===== config.mk =====
export PLATFORM = sky130hd
export DESIGN_NAME = cwb_write_buffer
export DESIGN_NICKNAME = d
export VERILOG_FILES = /design/src/cwb_pkg.sv /design/src/cwb_write_buffer.sv
export SDC_FILE = /design/constraint.sdc
export NUM_CORES = 1
export LEC_CHECK = 0
export BUFFER_PORTS_ARGS = -buffer_cell sky130_fd_sc_hd__buf_2
export CAP_MARGIN = 20
export CORE_MARGIN = 5
export CORE_UTILIZATION = 46
export DETAILED_ROUTE_END_ITERATION = 16
export PLACE_DENSITY = 0.77
export REMOVE_ABC_BUFFERS = 1
export SYNTH_ARGS = -nofsm -noshare
export SYNTH_HDL_FRONTEND = slang
export SYNTH_SLANG_ARGS = --single-unit

===== constraint.sdc =====
create_clock -name hclk -period 1.85 [get_ports hclk]
set_clock_uncertainty 0.2 [all_clocks]
set_input_delay 0.0925 -clock hclk [delete_from_list [all_inputs] [get_ports hclk]]
set_output_delay 0.0925 -clock hclk [all_outputs]
set_load 0.01 [all_outputs]

===== src/cwb_pkg.sv =====
`default_nettype none
package cwb_pkg;
    // ------------------------------------------------------------
    // Register map
    // ------------------------------------------------------------
    localparam logic [7:0]  CWB_CTRL_OFS     = 8'h00;
    localparam logic [7:0]  CWB_ISCR_OFS     = 8'h04;
    localparam logic [7:0]  CWB_FADDR_OFS    = 8'h08;
    localparam logic [7:0]  CWB_FATTR_OFS    = 8'h0c;
    localparam logic [7:0]  CWB_FDATA_OFS    = 8'h10;
    localparam logic [7:0]  CWB_IRQ_STAT_OFS = 8'h14;
    localparam logic [7:0]  CWB_IRQ_MASK_OFS = 8'h18;
    // Control register fields.
    localparam int          CWB_CTRL_WBEN_BIT  = 0;
    localparam logic        CWB_CTRL_RESET     = 1'b0;
    // Status and control fields: fault, multiple fault, irq enable.
    localparam int          CWB_ISCR_FAULT_BIT = 0;
    localparam int          CWB_ISCR_MULTI_BIT = 1;
    localparam int          CWB_ISCR_IRQEN_BIT = 8;
    // Event status bits: any buffered write faulted, bus write completed.
    localparam int          CWB_EV_FAULT_BIT   = 0;
    localparam int          CWB_EV_DONE_BIT    = 1;
    localparam int          CWB_EV_W           = 2;
    localparam logic [1:0]  CWB_HTRANS_IDLE    = 2'h0;
    localparam logic [1:0]  CWB_HTRANS_NONSEQ  = 2'h2;
    localparam logic [2:0]  CWB_HSIZE_WORD     = 3'h2;
    // Write transfer as it travels from core to system bus.
    typedef struct packed {
        logic [31:0] addr;
        logic [31:0] data;
        logic [3:0]  attr;
    } cwb_wr_s;
    typedef enum logic [1:0] {CWB_IDLE, CWB_ADDR, CWB_DATA} cwb_st_e;
endpackage
`default_nettype wire


===== src/cwb_write_buffer.sv =====
`default_nettype none
module cwb_write_buffer
    import cwb_pkg::*;
(
    input  wire logic        hclk,
    input  wire logic        hresetn,
    // Register slave.
    input  wire logic        hsel,
    input  wire logic [7:0]  haddr,
    input  wire logic [1:0]  htrans,
    input  wire logic        hwrite,
    input  wire logic [2:0]  hsize,
    input  wire logic [31:0] hwdata,
    input  wire logic        hready,
    output var  logic        hreadyout,
    output var  logic        hresp,
    output var  logic [31:0] hrdata,
    // Core write port.
    input  wire logic        core_wr_req,
    input  wire cwb_wr_s     core_wr,
    input  wire logic        core_wr_buffable,
    output var  logic        core_wr_ack,
    output var  logic        core_wr_err,
    // System bus write master port.
    output var  logic        sys_wr_valid,
    output var  cwb_wr_s     sys_wr,
    input  wire logic        sys_wr_done,
    input  wire logic        sys_wr_err,
    output var  logic        irq
);
    // ------------------------------------------------------------
    // Operation notes
    // ------------------------------------------------------------
    // The register slave answers every transfer with zero wait states and an OKAY response.
    // A transfer is taken at the edge where hsel, hready and a NONSEQ htrans are all seen.
    // Read data is registered at that edge and stands for the one data-phase cycle.
    // Write data is taken at the end of the data phase, one edge after the address.
    // Unmapped offsets read as zero, and writes to them are dropped without a sign.
    // The control register holds only the buffer enable, in its lowest bit.
    // The status and control register holds the fault flag, the multiple-fault flag and the irq enable.
    // Writing a one to the fault flag position clears both flags together.
    // The irq enable bit is stored and reads back, but it never reaches the irq output.
    // That silent enable is deliberate: the silicon this block stands for behaves that way.
    // Software therefore polls the fault flag, or keeps the buffer off so faults stay precise.
    // The fault address, attribute and data registers hold the first fault only.
    // A later fault while the flag is still set is not captured; it raises the multiple-fault flag and the fault event.
    // The event status register gathers a fault event and a write-done event.
    // Reading the event status register clears it at the address edge of that read.
    // The read still returns the bits that were set before the clear.
    // An event that lands on the same edge as the clearing read survives the clear.
    // The event mask has the same layout, and irq is high while any unmasked event stands.
    // The core write port takes a request only while the single entry is free.
    // A request is also ignored in the cycle in which core_wr_ack is high.
    // That one-cycle gap lets the core drop its request before it could be taken twice.
    // A buffered write is acknowledged one cycle after it is taken.
    // The core therefore moves on while the system bus is still busy with the write.
    // A bus error on such a write never reaches the core as an error response.
    // Only the capture logic and the event status see that error.
    // An unbuffered write is acknowledged only after the system bus reports completion.
    // Its error, if any, comes back on core_wr_err together with the acknowledge.
    // Unbuffered writes keep precise faults whether or not the buffer is enabled.
    // The entry drives sys_wr_valid and sys_wr until sys_wr_done is seen.
    // The system bus may take as many cycles as it likes; nothing here times out.
    // Clearing the enable while a buffered write is pending does not recall that write.
    // The pending write still finishes and is still captured if it fails.
    // Only writes taken after the clear bypass the buffer.
    // A fault that completes on the same edge as a clearing write wins over the clear.
    // In that case the flag stays set and the new fault is captured afresh.
    // A fault that meets a non-clearing write to the same register counts as a second fault only if the flag is already set.
    // All state resets to zero, and the buffer starts disabled.
    // Every output comes from a flip-flop, apart from the two constant bus answers.
    // The transfer size input is ignored, since only whole words are mapped.
    // Byte lanes are not merged: a narrow write acts on the whole register word.
    // The attribute field is kept four bits wide, as the core presents it.
    // No second write can overtake the pending one, since the entry holds only one.
    // Reads of the capture registers have no side effect, so they can be polled freely.
    // Only the event status register has a read side effect.
    // A debugger read of that register will therefore lose pending events.
    // ------------------------------------------------------------
    // State
    // ------------------------------------------------------------
    logic            wb_en, next_wb_en;
    logic            f_flag, next_f_flag;
    logic            f_multi, next_f_multi;
    logic            irq_en, next_irq_en;
    cwb_wr_s         f_cap, next_f_cap;
    logic [CWB_EV_W-1:0] ev_stat, next_ev_stat, ev_mask, next_ev_mask;
    logic            pend, next_pend;
    logic            pend_buf, next_pend_buf;
    cwb_wr_s         pend_wr, next_pend_wr;
    logic            ack, next_ack, err, next_err;
    logic            irq_q, next_irq;
    logic            dp_act, next_dp_act, dp_wr, next_dp_wr;
    logic [7:0]      dp_addr, next_dp_addr;
    logic [31:0]     rdata, next_rdata;
    logic            rd_stat_now;
    logic            wr_iscr_now;

    // ------------------------------------------------------------
    // Bus slave and register decode
    // ------------------------------------------------------------
    // Address phase is latched; writes act in the data phase; reads return next cycle.
    always_comb begin
        next_dp_act  = hsel && hready && (htrans == CWB_HTRANS_NONSEQ);
        next_dp_wr   = hwrite;
        next_dp_addr = haddr;
        next_rdata   = 32'h0000_0000;
        if (hsel && hready && (htrans == CWB_HTRANS_NONSEQ) && !hwrite) begin
            case (haddr)
                CWB_CTRL_OFS:     next_rdata[CWB_CTRL_WBEN_BIT] = wb_en;
                CWB_ISCR_OFS: begin
                    next_rdata[CWB_ISCR_FAULT_BIT] = f_flag;
                    next_rdata[CWB_ISCR_MULTI_BIT] = f_multi;
                    next_rdata[CWB_ISCR_IRQEN_BIT] = irq_en;
                end
                CWB_FADDR_OFS:    next_rdata = f_cap.addr;
                CWB_FATTR_OFS:    next_rdata = {28'h000_0000, f_cap.attr};
                CWB_FDATA_OFS:    next_rdata = f_cap.data;
                CWB_IRQ_STAT_OFS: next_rdata = {30'h0000_0000, ev_stat};
                CWB_IRQ_MASK_OFS: next_rdata = {30'h0000_0000, ev_mask};
                default:          next_rdata = 32'h0000_0000;
            endcase
        end
    end
    assign rd_stat_now = hsel && hready && (htrans == CWB_HTRANS_NONSEQ) && !hwrite
                         && (haddr == CWB_IRQ_STAT_OFS);
    assign wr_iscr_now = dp_act && dp_wr && (dp_addr == CWB_ISCR_OFS);

    // ------------------------------------------------------------
    // Write buffer and fault capture
    // ------------------------------------------------------------
    // One entry holds the write in flight; buffered ones are acked at once.
    always_comb begin
        next_wb_en   = wb_en;
        next_irq_en  = irq_en;
        next_ev_mask = ev_mask;
        next_f_flag  = f_flag;
        next_f_multi = f_multi;
        next_f_cap   = f_cap;
        next_pend    = pend;
        next_pend_buf = pend_buf;
        next_pend_wr = pend_wr;
        next_ack     = 1'b0;
        next_err     = 1'b0;
        next_ev_stat = ev_stat;
        if (rd_stat_now) begin
            next_ev_stat = '0;
        end
        if (dp_act && dp_wr && (dp_addr == CWB_CTRL_OFS)) begin
            next_wb_en = hwdata[CWB_CTRL_WBEN_BIT];
        end
        if (dp_act && dp_wr && (dp_addr == CWB_IRQ_MASK_OFS)) begin
            next_ev_mask = hwdata[CWB_EV_W-1:0];
        end
        if (wr_iscr_now) begin
            next_irq_en = hwdata[CWB_ISCR_IRQEN_BIT];
            if (hwdata[CWB_ISCR_FAULT_BIT]) begin
                next_f_flag  = 1'b0;
                next_f_multi = 1'b0;
            end
        end
        // Completion of the single pending write on the system bus.
        if (pend && sys_wr_done) begin
            next_pend = 1'b0;
            next_ev_stat[CWB_EV_DONE_BIT] = 1'b1;
            if (pend_buf) begin
                if (sys_wr_err) begin
                    next_ev_stat[CWB_EV_FAULT_BIT] = 1'b1;
                    // A clearing write on this edge makes the new fault the first one again.
                    if (f_flag && !(wr_iscr_now && hwdata[CWB_ISCR_FAULT_BIT])) begin
                        next_f_multi = 1'b1;
                    end else begin
                        next_f_cap = pend_wr;
                    end
                    next_f_flag = 1'b1;
                end
            end else begin
                next_ack = 1'b1;
                next_err = sys_wr_err; // Unbuffered writes keep precise faults.
            end
        end
        // A new write is taken only while the entry is free.
        if (core_wr_req && !pend && !ack) begin
            next_pend     = 1'b1;
            next_pend_wr  = core_wr;
            next_pend_buf = wb_en && core_wr_buffable;
            if (wb_en && core_wr_buffable) begin
                next_ack = 1'b1;
            end
        end
        // Capture works but the fault interrupt stays silent; only the event mask drives irq.
        next_irq = |(next_ev_stat & next_ev_mask);
    end

    // ------------------------------------------------------------
    // Registers
    // ------------------------------------------------------------
    // Bus slave data-phase state and registered read data.
    always_ff @(posedge hclk or negedge hresetn) begin
        if (!hresetn) begin
            dp_act   <= 1'b0;
            dp_wr    <= 1'b0;
            dp_addr  <= 8'h00;
            rdata    <= 32'h0000_0000;
        end else begin
            dp_act   <= next_dp_act;
            dp_wr    <= next_dp_wr;
            dp_addr  <= next_dp_addr;
            rdata    <= next_rdata;
        end
    end

    // Control bits, sticky fault flags and the captured fault fields.
    always_ff @(posedge hclk or negedge hresetn) begin
        if (!hresetn) begin
            wb_en    <= CWB_CTRL_RESET;
            irq_en   <= 1'b0;
            f_flag   <= 1'b0;
            f_multi  <= 1'b0;
            f_cap    <= '0;
        end else begin
            wb_en    <= next_wb_en;
            irq_en   <= next_irq_en;
            f_flag   <= next_f_flag;
            f_multi  <= next_f_multi;
            f_cap    <= next_f_cap;
        end
    end

    // The single buffer entry and the core handshake pulses.
    always_ff @(posedge hclk or negedge hresetn) begin
        if (!hresetn) begin
            pend     <= 1'b0;
            pend_buf <= 1'b0;
            pend_wr  <= '0;
            ack      <= 1'b0;
            err      <= 1'b0;
        end else begin
            pend     <= next_pend;
            pend_buf <= next_pend_buf;
            pend_wr  <= next_pend_wr;
            ack      <= next_ack;
            err      <= next_err;
        end
    end

    // Event status, event mask and the registered interrupt level.
    always_ff @(posedge hclk or negedge hresetn) begin
        if (!hresetn) begin
            ev_mask  <= '0;
            ev_stat  <= '0;
            irq_q    <= 1'b0;
        end else begin
            ev_mask  <= next_ev_mask;
            ev_stat  <= next_ev_stat;
            irq_q    <= next_irq;
        end
    end

    // Outputs, all from flip-flops apart from the constant hreadyout and hresp.
    assign hreadyout    = 1'b1;
    assign hresp        = 1'b0;
    assign hrdata       = rdata;
    assign core_wr_ack  = ack;
    assign core_wr_err  = err;
    assign sys_wr_valid = pend;
    assign sys_wr       = pend_wr;
    assign irq          = irq_q;
endmodule
`default_nettype wire


# == Word level (Yosys, flattened, before mapping) ==
# Cells that the tools add are included.
# word_totals
ff_bits,191
wordCells,85
output_inout_bits,106
in_bits,122
# classes
n_reduce_logical,23
n_mux,30
bitwise_logic,2
eq_ne,9
# ops
cell,n
$pmux 23 s2,1
$eq 8x5->1 const B,4
$mux 32,1
$mux 1,21
$pmux 6 s3,1
$eq 8x3->1 const B,2
$eq 8x4->1 const B,2
$logic_not 8->1,2
$logic_and 1x1->1,14
$pmux 1 s7,1
$mux 2,3
$pmux 1 s6,1
$logic_not 1->1,4
$reduce_and 4->1,1
$pmux 1 s3,1
$and 2x2->2,1
$eq 2x2->1 const B,1
$reduce_bool 2->1,1
$reduce_or 2->1,1
$not 1->1,1

# == Longest topological paths before layout ==
# depth
depth_word,10
depth_mapped,6

# == Worst setup path after synthesis ==
# No wires, ideal clock.
# synth_path
path_kind,reg-to-reg
from,reg dp_addr[5]
to,reg f_cap[22] (netlist name)
setup_slack_ns,-0.170
t_required_ns,1.523
stages_incl_launch_ff,7
period_less_slack_ns,2.020
arrival_time_ns,1.693
path_buffers,2
setup_time_ns,0.127
path_cell_list,dfrtp_1 -> nor4b_2 -> nand4_1 -> a21boi_2 -> buf_6 -> buf_8 -> mux2_1
# synth_between
elab_chain_len,7
# synth_lines
element,line_no,rtl
start: declaration,cwb_write_buffer.sv:94,"logic [7:0] dp_addr, next_dp_addr;"
start signal: assignment,cwb_write_buffer.sv:208,dp_addr <= next_dp_addr;
$eq 8x3->1,cwb_write_buffer.sv:127,assign wr_iscr_now = dp_act && dp_wr && (dp_addr == CWB_ISCR_OFS);
$logic_and 1x1->1,cwb_write_buffer.sv:127,
$logic_and 1x1->1,cwb_write_buffer.sv:170,if (f_flag && !(wr_iscr_now && hwdata[CWB_ISCR_FAULT_BIT])) begin
$logic_not 1->1,cwb_write_buffer.sv:170,
$logic_and 1x1->1,cwb_write_buffer.sv:170,
$not 1->1 (no line),n/a,
$reduce_and 4->1 (no line),n/a,
end signal: assignment,cwb_write_buffer.sv:226,f_cap <= next_f_cap;
end: declaration,cwb_write_buffer.sv:86,"cwb_wr_s f_cap, next_f_cap;"
# No other way between the ends.
# A chain may end at the register's enable or synchronous reset.

# == Worst setup path after layout ==
# layout_path
from,reg dp_addr[6]
to,reg f_cap[17] (netlist name)
# Same word-level chain as after synthesis.

==> out/qor.csv <==
metric,value,unit
status,"finished, violations left",
violations,"hold timing, setup timing",
vdd_drop_max,0.000763,V
ys_seq_area_frac,0.650,
die_h,136,um
fin_util,0.677,
power_leakage,5.05,nW
die_area,18600,um^2
setup_tns,-25.71,ns
ctsHtreeMaxLevel,4,
syn2layout_area_growth,45.2,%
synth_area_leaders,"dfrtp_1 (65%), mux2_2 (19%), a22oi_1 (3.2%)",
globalRouteTotalUtil,0.214,
drive_gt1_frac,0.506,
drt_iter0_markers,390,
yosysTopAreaCell,dfrtp_1,
max_freq,445,MHz
synth.top_cell.area_share,0.650,
portBuffers,193,
hold_depth,4,
final_cells,1032,
powerDensity,1320,nW/um^2
grt_pass1_wl,30600,um
netlist_area,7360,um^2
netlist_instances,488,
critical_path_buf_inv_count,2,
hold_viol_final,1,
grt_max_degree,62,
worstSetupPathDepth,6,
yosys_warnings,0,
required,1.96,ns
cp-start-kind,register,
rsz0062_at_grt,yes,
coreArea,15800,um^2
min_period_over_period,1.22,
crit_path_max_fanout,19,
power_frac_seq,0.479,
crit_top_cell,buf_12,
min_from,haddr[4],
period_needed,2.25,ns
clock_sinks,191,
synth-seq-cells,191,
wl_per_cell,20.4,um
drv_cap,0,
cts-root-buf,clkbuf_16,
synth-edff-count,0,
num-nets-final,925,
setup_viol,70,
power_switching,4.25,mW
cts.reportedPaths.clkPinSlew,0.06,ns
end_kind,register,
rr_startpoint,dp_addr[6],
synth.distinct_cells,40,
p_sw_frac,0.302,
p_int,9.81,mW
finalPower,14.1,mW
antenna_left,0,
dr.pass1.iters,5,
cts_tree,done,
r2r_cells,6,
hp-class,in -> reg,
critPathMaxStageDelay,0.41,ns
gp_congestion,0.876,
antenna_found_initial,0,
route.detailed.drc,0,
start_util,0.467,
ys.flop_type,dfrtp_1,
antenna_cells,0,
crit_slowest_cell,dfrtp_1,
die_width,136,um
pin_count,228,
reg2reg_to,f_cap[17],
critical-path-top-delay-family,simple AND/OR/NAND/NOR gates,
cts_buffer_depth,2,
setup_ws,-0.398,ns
cts_made_buffers,17,
whs_endpoint,hrdata[8],
clk_latency,0.43,ns
slew_headroom,0.647,
avgViaCountPerCell,5.28,
preCtsSetupSlack,-0.383,ns
dp.cells,897,
fillCellCount,1059,
drt_wl_total,21100,um
maxSlewViolCount,0,
grt_pass1_vias,5953,
tightestPinTransition,0.530,ns
power_frac_clock,0.246,
ys_async_sr_fraction,1.00,
crit_type,reg -> reg,
hold_ws,-0.0220,ns
avgSynthCellArea,15.1,um^2
reg2reg_slack,-0.40,ns
vias,5448,
path_cells,nor4b_4 > nand4_1 > a21boi_4 > buf_12 > buf_12 > mux2_2,
pwr-share-comb,0.275,
grt_overflow,0,
rows,46,
hpwl,12100,um
cp.arrival,2.36,ns
cell families after synthesis:
group / after synthesis / share of synthesized area
AND/OR/NAND/NOR: 71 / 0.0539
AO/OA/AOI/OAI: 50 / 0.0495
other: 2 / 0.00102
multiplexers: 144 / 0.220
flip-flops: 191 / 0.650
buffers and inverters: 30 / 0.0257
routing by layer:
| layer | track usage | up-vias | share of wire |
|---|---|---|---|
| met5 | 0 | - | 0 |
| met4 | 0.0722 | 0 | 0.019 |
| met3 | 0.0570 | 40 | 0.068 |
| met2 | 0.376 | 248 | 0.51 |
| met1 | 0.254 | 2778 | 0.40 |
| li1 | - | 2382 | - |
sequential cells by signal (all words and copies together), names as in the netlist, 2 cells and up:
register / count
dp_addr: 8
hrdata: 32
f_cap: 68
ev_mask: 2
ev_stat: 2
sys_wr: 68
through the flow:
stage	instance area [um^2]	hold WS (ns)
5_1_grt	10700	-0.00917
3_5_place_dp	8770	-0.0824
3_3_place_gp	8770	-0.0833
2_1_floorplan	7180	-0.403
4_1_cts	10400	0.0163
6_report	10700	-0.0220
tightest hold or removal path: cells and delay by family:
family / cells / cell delay [ns]
compound gates: 1 / 0.16
buf+inv: 1 / 0.09
simple gates: 2 / 0.21
cell usage in the layout, fill, tap and decap left out, types with 2 or more instances in the layout:
| cell | synthesis | routed |
|---|---|---|
| mux2_4 | 0 | 31 |
| and4b_1 | 2 | 2 |
| a22o_1 | 2 | 2 |
| nand3_1 | 5 | 5 |
| clkinv_2 | 0 | 3 |
| a21oi_1 | 3 | 3 |
| a22oi_1 | 31 | 31 |
| nand2_1 | 5 | 5 |
| nor4b_2 | 1 | 2 |
| buf_4 | 6 | 17 |
| nor3_1 | 3 | 2 |
| clkinv_4 | 0 | 2 |
| inv_1 | 2 | 2 |
| buf_2 | 7 | 189 |
| nor2_1 | 34 | 34 |
| buf_16 | 0 | 2 |
| clkbuf_1 | 10 | 2 |
| mux2_1 | 20 | 10 |
| and4bb_2 | 2 | 2 |
| nor2b_1 | 3 | 3 |
| o21ai_0 | 6 | 6 |
| conb_1 | 2 | 2 |
| nand4_1 | 2 | 2 |
| clkbuf_16 | 0 | 22 |
| mux2_2 | 123 | 102 |
| clkbuf_8 | 0 | 2 |
| a21o_1 | 3 | 3 |
| inv_6 | 0 | 3 |
| buf_6 | 3 | 10 |
| clkinvlp_4 | 0 | 3 |
| dfrtp_1 | 191 | 191 |
| dlygate4sd3_1 | 0 | 87 |
| buf_12 | 0 | 11 |
cells in the mapped netlist (all sizes together), types with 2 or more instances:
| master | number |
|---|---|
| clkbuf | 10 |
| a22o | 2 |
| and4bb | 2 |
| nor2 | 34 |
| nor4b | 4 |
| dfrtp | 191 |
| nand2 | 5 |
| nand3 | 5 |
| and4b | 2 |
| a21o | 3 |
| a21oi | 3 |
| nor3 | 4 |
| mux2 | 143 |
| buf | 18 |
| o21ai | 6 |
| conb | 2 |
| inv | 2 |
| a22oi | 31 |
| nand4 | 2 |
| nor2b | 3 |
| nor3b | 3 |
worst max path at each step:
stage	startpoint	end	slack, ns
after floorplan	sys_wr_valid	sys_wr[0]	-4.73
final	dp_addr[6]	f_cap[17]	-0.40
after detailed placement	dp_addr[5]	f_cap[49]	-0.38
after global routing	dp_addr[6]	f_cap[28]	-0.47
after CTS	dp_addr[6]	f_cap[0]	-0.30
after global placement	dp_addr[5]	f_cap[53]	-0.28
cell type report:
cell class                 count  area [um^2]  area share
sequential                   191         4780       0.448
tap                          216          270      0.0253
timing repair buffer         324         2500       0.234
clock buffer                  20          447      0.0418
inverter                       2         7.51    0.000703
clock inverter                12          111      0.0104
multi-input combinational    267         2570       0.240
power groups by stage:
| stage | registers, mW | clock network [mW] | logic (mW) |
|---|---|---|---|
| global placement | 6.62 | 0 | 3.10 |
| detailed placement | 6.73 | 0 | 3.26 |
| finish | 6.73 | 3.46 | 3.87 |
| CTS | 6.68 | 3.52 | 3.54 |
| floorplan | 6.77 | 0 | 1.58 |
| global route | 6.92 | 3.68 | 4.14 |
what timing repair did:
action / in CTS / in global routing
hold endpoints to repair: 284 / 2
resized for setup: 19 / 35
hold buffers: 87 / 1
setup buffers: 5 / 3
pin swaps: 4 / 6
gates cloned: 2 / 7
endpoints found under the setup margin: 74 / 152
(Power assumes the default switching activity.)
